File: src/hdl/gpp_map.svh
// Address map, field positions, reset values and pin roles of the eight-pin general-purpose port.
`ifndef GPP_MAP_SVH
`define GPP_MAP_SVH

// ----------------------------------------------------------------------------
// Register addresses on the peripheral bus
// ----------------------------------------------------------------------------
`define GPP_ADDR_DIR 16'h3400
`define GPP_ADDR_LEVEL 16'h3401

// ----------------------------------------------------------------------------
// Field layout and reset values
// ----------------------------------------------------------------------------
`define GPP_PIN_COUNT 8
`define GPP_DIR_RESET 8'h00
`define GPP_DRIVE_RESET 8'h00
`define GPP_UPPER_ZERO 8'h00
`define GPP_RDATA_RESET 16'h0000

// ----------------------------------------------------------------------------
// Pin roles
// ----------------------------------------------------------------------------
`define GPP_STRAP_BIT 7
`define GPP_SHARED_CLK_BIT 3
`define GPP_SHARED_FS_BIT 5
`define GPP_PLAIN_MASK 8'hD7

`endif

File: src/hdl/gpp_pkg.sv
// Types shared by the eight-pin general-purpose port modules.
`default_nettype none

package gpp_pkg;

	// ----------------------------------------------------------------------------
	// Register-side state
	// ----------------------------------------------------------------------------
	typedef struct packed {
		logic [7:0] dir;
		logic [7:0] drive;
		logic [15:0] rdata;
		logic ack;
	} gpp_regs_s;

	// ----------------------------------------------------------------------------
	// Strap capture state
	// ----------------------------------------------------------------------------
	typedef struct packed {
		logic taken;
		logic serial;
	} gpp_strap_s;

endpackage

`default_nettype wire

File: src/hdl/gpp_pad_if.sv
// Carrier between the register core, the strap capture and the pad multiplexer.
`default_nettype none

interface gpp_pad_if;
	logic [7:0] dir;
	logic [7:0] drive;
	logic [7:0] level;
	logic serial_mode;
	logic strap_valid;

	modport regs (output dir, output drive, input level, input serial_mode, input strap_valid);
	modport strap (input level, output serial_mode, output strap_valid);
	modport pads (input dir, input drive, output level, input serial_mode, input strap_valid);
endinterface

`default_nettype wire

File: src/hdl/gpp_port.sv
// Eight-pin general-purpose port with direction and level registers on the peripheral bus.
//
// What this block does
// - Eight individually steerable pins, pin 0 least significant, pin 7 most.
// - Both registers answer the shared peripheral bus used by core and DMA.
// - Direction register decodes at 0x3400, level register at 0x3401.
// - Pins 3 and 5 share pads with serial transmit clock and frame sync.
// - Top pin low at reset gives the shared pads to pins 3 and 5.
// - Top pin high at reset gives the shared pads to the serial transmitter.
// - The shared-pad choice is fixed at reset release and held afterwards.
// - Direction bits reset to zero; one means output, zero means input.
// - An input pin's level bit reads one when high, zero when low.
// - An output pin drives the level bit last written to it, except pins 3 and 5 in serial mode, which the transmitter drives.
// - After reset the level register shows the pins, not a constant.
`include "gpp_map.svh"
`default_nettype none

module gpp_port (
	input wire logic CORE_CLK,
	input wire logic RST_B,
	input wire logic PB_SEL,
	input wire logic PB_WR,
	input wire logic [15:0] PB_ADDR,
	input wire logic [15:0] PB_WDATA,
	output logic [15:0] PB_RDATA,
	output logic PB_ACK,
	input wire logic [7:0] GPIO_IN,
	output logic [7:0] GPIO_OUT,
	output logic [7:0] GPIO_OE,
	input wire logic SER_CLK_O,
	input wire logic SER_CLK_OE,
	input wire logic SER_FS_O,
	input wire logic SER_FS_OE,
	output logic SER_CLK_I,
	output logic SER_FS_I,
	output logic SERIAL_MODE
);
	gpp_pad_if pif ();

	gpp_pkg::gpp_regs_s r;
	gpp_pkg::gpp_regs_s next_r;
	logic hit_dir;
	logic hit_level;
	logic [7:0] level_view;

	// ----------------------------------------------------------------------------
	// Submodules
	// ----------------------------------------------------------------------------
	gpp_strap u_gpp_strap (
		.clk(CORE_CLK),
		.rst_b(RST_B),
		.pads(pif.strap)
	);

	gpp_pads u_gpp_pads (
		.pin_in(GPIO_IN),
		.pin_out(GPIO_OUT),
		.pin_oe(GPIO_OE),
		.ser_clk_o(SER_CLK_O),
		.ser_clk_oe(SER_CLK_OE),
		.ser_fs_o(SER_FS_O),
		.ser_fs_oe(SER_FS_OE),
		.ser_clk_i(SER_CLK_I),
		.ser_fs_i(SER_FS_I),
		.pads(pif.pads)
	);

	// ----------------------------------------------------------------------------
	// Address decode and read view
	// ----------------------------------------------------------------------------
	// Core and DMA arrive through one bus controller, so one slave port serves both.
	assign hit_dir = PB_SEL && (PB_ADDR == `GPP_ADDR_DIR);
	assign hit_level = PB_SEL && (PB_ADDR == `GPP_ADDR_LEVEL);

	// Input pins show the live pad, output pins show the written level. There is
	// no stored reset value for inputs; the read always follows the pad.
	assign level_view = (r.dir & r.drive) | (~r.dir & pif.level);

	// ----------------------------------------------------------------------------
	// Register update and bus answer
	// ----------------------------------------------------------------------------
	always_comb begin
		next_r = r;
		next_r.ack = PB_SEL;
		next_r.rdata = {`GPP_UPPER_ZERO, `GPP_UPPER_ZERO};
		if (PB_SEL && PB_WR) begin
			if (hit_dir) begin
				next_r.dir = PB_WDATA[7:0];
			end
			if (hit_level) begin
				next_r.drive = PB_WDATA[7:0];
			end
		end else if (PB_SEL) begin
			if (hit_dir) begin
				next_r.rdata = {`GPP_UPPER_ZERO, r.dir};
			end else if (hit_level) begin
				next_r.rdata = {`GPP_UPPER_ZERO, level_view};
			end
		end
	end

	always_ff @(posedge CORE_CLK or negedge RST_B) begin
		if (!RST_B) begin
			r <= '0;
		end else begin
			r <= next_r;
		end
	end

	assign pif.dir = r.dir;
	assign pif.drive = r.drive;
	assign PB_RDATA = r.rdata;
	assign PB_ACK = r.ack;
	assign SERIAL_MODE = pif.serial_mode;

	// ----------------------------------------------------------------------------
	// Checks
	// ----------------------------------------------------------------------------
	plain_pin_enable_a: assert property (@(posedge CORE_CLK) disable iff (!RST_B)
		(GPIO_OE & `GPP_PLAIN_MASK) == (r.dir & `GPP_PLAIN_MASK))
		else $error("Plain pin enable does not follow its direction bit.");

	bus_answer_a: assert property (@(posedge CORE_CLK) disable iff (!RST_B)
		PB_SEL |=> PB_ACK ##1 (PB_ACK == $past(PB_SEL)))
		else $error("Bus answer not one cycle after select.");

	dir_write_a: assert property (@(posedge CORE_CLK) disable iff (!RST_B)
		(PB_SEL && PB_WR && PB_ADDR == `GPP_ADDR_DIR) |=> (r.dir == $past(PB_WDATA[7:0])))
		else $error("Direction write at its address did not land.");

	unmapped_write_a: assert property (@(posedge CORE_CLK) disable iff (!RST_B)
		(PB_SEL && PB_WR && PB_ADDR != `GPP_ADDR_DIR && PB_ADDR != `GPP_ADDR_LEVEL)
		|=> ($stable(r.dir) && $stable(r.drive)))
		else $error("Write elsewhere changed a port register.");

	shared_as_port_a: assert property (@(posedge CORE_CLK) disable iff (!RST_B)
		(pif.strap_valid && !SERIAL_MODE) |-> (GPIO_OE[3] == r.dir[3] && GPIO_OUT[3] == r.drive[3]
		&& GPIO_OE[5] == r.dir[5] && GPIO_OUT[5] == r.drive[5]))
		else $error("Shared pads not given to port pins in port mode.");

	shared_as_serial_a: assert property (@(posedge CORE_CLK) disable iff (!RST_B)
		(pif.strap_valid && SERIAL_MODE) |-> (GPIO_OE[3] == SER_CLK_OE && GPIO_OUT[3] == SER_CLK_O
		&& GPIO_OE[5] == SER_FS_OE && GPIO_OUT[5] == SER_FS_O))
		else $error("Shared pads not given to the serial transmitter.");

	strap_capture_a: assert property (@(posedge CORE_CLK) disable iff (!RST_B)
		$rose(pif.strap_valid) |-> (SERIAL_MODE == $past(GPIO_IN[7])))
		else $error("Strap did not take the top pin level at release.");

	dir_reset_a: assert property (@(posedge CORE_CLK) disable iff (!RST_B)
		!pif.strap_valid |-> (r.dir == `GPP_DIR_RESET && GPIO_OE == 8'h00))
		else $error("Direction not all inputs right after reset.");

	input_read_a: assert property (@(posedge CORE_CLK) disable iff (!RST_B)
		(PB_SEL && !PB_WR && PB_ADDR == `GPP_ADDR_LEVEL)
		|=> (PB_RDATA[7:0] == (($past(r.dir) & $past(r.drive)) | (~$past(r.dir) & $past(GPIO_IN)))))
		else $error("Level read does not match pins and written levels.");

	output_drive_a: assert property (@(posedge CORE_CLK) disable iff (!RST_B)
		(PB_SEL && PB_WR && PB_ADDR == `GPP_ADDR_LEVEL)
		|=> ((GPIO_OUT & `GPP_PLAIN_MASK) == ($past(PB_WDATA[7:0]) & `GPP_PLAIN_MASK)))
		else $error("Output pins do not drive the written level.");

	upper_zero_a: assert property (@(posedge CORE_CLK) disable iff (!RST_B)
		PB_ACK |-> (PB_RDATA[15:8] == `GPP_UPPER_ZERO))
		else $error("Upper register bits read nonzero.");

endmodule

`default_nettype wire

File: src/hdl/gpp_strap.sv
// Capture of the shared-pad function from the top pin level at reset release.
`include "gpp_map.svh"
`default_nettype none

module gpp_strap (
	input wire logic clk,
	input wire logic rst_b,
	gpp_pad_if.strap pads
);
	gpp_pkg::gpp_strap_s r;
	gpp_pkg::gpp_strap_s next_r;

	// ----------------------------------------------------------------------------
	// Capture once, on the first edge after release
	// ----------------------------------------------------------------------------
	// The asynchronous reset may only load constants, so the pin is sampled on
	// the first clock after release; the direction register is still all inputs
	// then, so the top pin still carries the board's strap level.
	always_comb begin
		next_r = r;
		if (!r.taken) begin
			next_r.taken = 1'b1;
			next_r.serial = pads.level[`GPP_STRAP_BIT];
		end
	end

	always_ff @(posedge clk or negedge rst_b) begin
		if (!rst_b) begin
			r <= '0;
		end else begin
			r <= next_r;
		end
	end

	assign pads.serial_mode = r.serial;
	assign pads.strap_valid = r.taken;

	strap_frozen_a: assert property (@(posedge clk) disable iff (!rst_b)
		$past(r.taken) |-> $stable(r.serial))
		else $error("Shared-pad function changed after it was fixed.");

endmodule

`default_nettype wire

File: src/hdl/gpp_pads.sv
// Pad multiplexer: port pins and the two pads shared with the serial transmitter.
`include "gpp_map.svh"
`default_nettype none

module gpp_pads (
	input wire logic [7:0] pin_in,
	output logic [7:0] pin_out,
	output logic [7:0] pin_oe,
	input wire logic ser_clk_o,
	input wire logic ser_clk_oe,
	input wire logic ser_fs_o,
	input wire logic ser_fs_oe,
	output logic ser_clk_i,
	output logic ser_fs_i,
	gpp_pad_if.pads pads
);

	// ----------------------------------------------------------------------------
	// Per-pin output selection
	// ----------------------------------------------------------------------------
	// Shared pads stay undriven until the strap is known, so neither function can
	// fight the board during the first cycle after reset.
	for (genvar i = 0; i < `GPP_PIN_COUNT; i++) begin : g_pin
		if (i == `GPP_SHARED_CLK_BIT || i == `GPP_SHARED_FS_BIT) begin : g_shared
			logic ser_o;
			logic ser_oe;
			assign ser_o = (i == `GPP_SHARED_CLK_BIT) ? ser_clk_o : ser_fs_o;
			assign ser_oe = (i == `GPP_SHARED_CLK_BIT) ? ser_clk_oe : ser_fs_oe;
			assign pin_out[i] = pads.serial_mode ? ser_o : pads.drive[i];
			assign pin_oe[i] = pads.strap_valid & (pads.serial_mode ? ser_oe : pads.dir[i]);
		end else begin : g_plain
			assign pin_out[i] = pads.drive[i];
			assign pin_oe[i] = pads.dir[i];
		end
	end

	assign pads.level = pin_in;
	assign ser_clk_i = pads.serial_mode & pin_in[`GPP_SHARED_CLK_BIT];
	assign ser_fs_i = pads.serial_mode & pin_in[`GPP_SHARED_FS_BIT];

endmodule

`default_nettype wire

File: config.mk
export PLATFORM = sky130hd
export DESIGN_NAME = gpp_port
export DESIGN_NICKNAME = d
export VERILOG_FILES = /design/src/hdl/gpp_pkg.sv /design/src/hdl/gpp_pad_if.sv /design/src/hdl/gpp_port.sv /design/src/hdl/gpp_strap.sv /design/src/hdl/gpp_pads.sv
export VERILOG_INCLUDE_DIRS = /design/src /design/src/hdl
export SDC_FILE = /design/constraint.sdc
export NUM_CORES = 1
export LEC_CHECK = 0
export CAP_MARGIN = 20
export CORE_AREA = 3 3 58 60
export CTS_CLUSTER_SIZE = 40
export DETAILED_ROUTE_END_ITERATION = 16
export DIE_AREA = 0 0 61 63
export DONT_BUFFER_PORTS = 1
export GPL_TIMING_DRIVEN = 0
export PLACE_DENSITY = 0.61
export SLEW_MARGIN = 20
export SYNTH_ARGS = -nofsm -noshare
export SYNTH_HDL_FRONTEND = slang
export SYNTH_HIERARCHICAL = 1
export SYNTH_SLANG_ARGS = --single-unit
File: constraint.sdc
create_clock -name CORE_CLK -period 1.1 [get_ports CORE_CLK]
set_clock_uncertainty 0.15 [all_clocks]
set_input_delay 0 -clock CORE_CLK [delete_from_list [all_inputs] [get_ports CORE_CLK]]
set_output_delay 0 -clock CORE_CLK [all_outputs]
set_load 0.01 [all_outputs]
==> flow_summary.toml <==
[outcome]
status = "complete, but fails checks"
failed_checks = "negative hold slack, negative setup slack"

[cts]
insertion_delay_ns = 0.32
cts.sinks = 27
tritoncts = "yes"
postCtsHoldBufs = 24
path_clk_slew_ns = 0.14
cts.path.max_buffers = 2
cts-root-buf = "clkbuf_4"
cts_made_buffers = 3
htree_num_levels = 1

[sta]
fin_setup_tns_ns = -3.082
fmax_ghz = 0.7112
hold_slack_ns = -0.1162
setup_violations = 14
setup_ws_ns = -0.3060
finalHoldViolCount = 16
maxSlewViolCount = 0
fin_crit_ns = 1.406
period_share = 1.278
grt_setup_unrepaired = "yes"

[global_routing]
met3_usage = 0.03306
grt_pass1_vias = 1076
track_usage = 0.1687
grt_max_degree = 28
busiest_layer = "met2"
use_met2 = 0.3061
grt_pass1_wl_um = 4912
antenna_found_initial = 0
grt-ovfl-total = 0
grtUsageMet1 = 0.1956

[power_and_ir_drop]
p_leak_nw = 0.9440
irDropWorstVdd_mv = 0.4590
power_density_nw_per_um2 = 859.2
finalPower_w = 0.001699

[critical_path]
critPathRequiredTime_ns = 0.95
endpoint_kind = "output port"
crit_type = "reg2out"
cp_max_fo = 6
startpoint_type = "register"
rrSetupSlack_ns = 0.04
crit_arrival_ns = 1.26

[finish]
diodes = 0
drive_gt1_frac = 0.4969
fill_cells = 225
fin_util = 0.6639
stdcell_count = 194
fin_nets = 210
stdcell_area_um2 = 1977
syn_to_final_growth_pct = 39.95

[synthesis]
synth.most_common_cell = "buf_4"
synth.largest_area_cell = "dfrtp_1"
syn_area_per_cell_um2 = 11.77
synth_area_um2 = 1413
ys_seq_area_frac = 0.4783
synth-main-ff-cell = "dfrtp_1"
async_reset_ff_frac = 1.000
synthCells = 120
ys_types = 22
synth_area_leaders = "dfrtp_1 (48%), buf_4 (15%), mux2_2 (13%)"
synth_edf_count = 0
yosysWarnings = 6
synth_common_cells = "buf_4 (28), dfrtp_1 (27), mux2_2 (16)"
synth_seq_cells = 27
synth.top_cell.area_share = 0.4783

[placement]
dp_hpwl_um = 2020
port_buffers = 0
place_area_um2 = 1583
gp_congestion = 0.6804
dpl.cell_count = 160

[route]
remaining_drc_errors = 0
detailroute.via_count = 980
drt_first_iter_violations = 20
first_pass_iters = 2
wl_um = 3013
antenna_left = 0
wire_per_inst_um = 15.53
viasPerCell = 5.052

[floorplanning]
fp.dieH_um = 63
die-area_um2 = 3843
initial_core_util = 0.4744
row_count = 20
ios = 84
die_w_um = 61
core-area_um2 = 2978

[flow_run]
drv_cap = 0

[min_path]
hold_class = "in2reg"
## registers in the layout, summed over array words and instances, names as in the netlist
name                          cells
PB_RDATA                          8
PB_ACK                            1
u_gpp_strap/pads.strap_valid      1
pif.drive                         8
pif.dir                           8
u_gpp_strap/pads.serial_mode      1
## critical path: stages, from the launching register on
cell and delay (ns):
dfrtp_2 0.47, buf_6 0.15, mux2i_1 0.11, nor2b_1 0.21
## cell usage in the layout (no fill, tap or decap), types with 3 or more instances in the layout
cell type,n
mux2_2,7
nand3b_1,8
a21oi_2,8
buf_6,7
dfrtp_1,26
o21ai_0,8
clkbuf_4,3
dlygate4sd3_1,21
conb_1,9
mux2_4,12
buf_4,29
## cell families (layout without fill, tap and decap cells)
| kind of cell | count (synthesis) | in the layout | share of synthesized area |
|---|---|---|---|
| buf+inv | 32 | 66 | 0.1647 |
| simple gates | 22 | 22 | 0.1214 |
| compound gates | 16 | 16 | 0.05669 |
| other cells | 2 | 9 | 0.005316 |
| flops | 27 | 27 | 0.4783 |
| mux | 21 | 21 | 0.1736 |
## cell type report
class / instances / area (µm²) / area share
sequential: 27 / 676.9 / 0.3424
multi-input combinational: 68 / 664.4 / 0.3361
timing repair buffer: 31 / 322.8 / 0.1633
buffer: 30 / 241.5 / 0.1222
tap: 33 / 41.29 / 0.02089
inverter: 1 / 3.754 / 0.001899
clock buffer: 4 / 26.28 / 0.01329
## per-stage QoR
step	hold slack [ns]	setup slack (ns)
after global routing	-0.1379	-0.3671
after CTS	-0.1306	-0.3359
after floorplan	-0.4456	-0.3975
after detailed placement	-0.4449	-0.6153
final	-0.1162	-0.3060
after global placement	-0.4449	-0.5761
## per-layer routing
layer	vias up	part of all wire
met5	-	0
met4	0	0.0040
met3	2	0.058
met2	44	0.56
met1	469	0.38
li1	465	-
## final timing paths
| check | from | endpoint | depth (start not counted) |
|---|---|---|---|
| max in group asynchronous | RST_B | u_gpp_strap/pads.serial_mode | 3 |
| min in group asynchronous | RST_B | pif.drive[6] | 3 |
| min | PB_ADDR[0] | pif.dir[0] | 3 |
| max reg2reg | pif.dir[4] | pif.dir[4] | 2 |
| min reg2reg | pif.drive[3] | pif.drive[3] | 1 |
| max | u_gpp_strap/pads.serial_mode | GPIO_OE[3] | 3 |
## timing repair
item,4_1_cts,5_1_grt
endpoints found under the setup margin,22,35
hold endpoints to repair,56,16
buffers inserted,4,5
resized for setup,10,10
pin swaps,2,7
## report_power, final
| part | total (W) | internal [W] | switching [W] |
|---|---|---|---|
| combinational | 0.000260 | 0.000155 | 0.000105 |
| sequential | 0.00101 | 0.00100 | 0.00000918 |
| clock | 0.000428 | 0.000142 | 0.000287 |
Power figures use the tool's default switching activity.
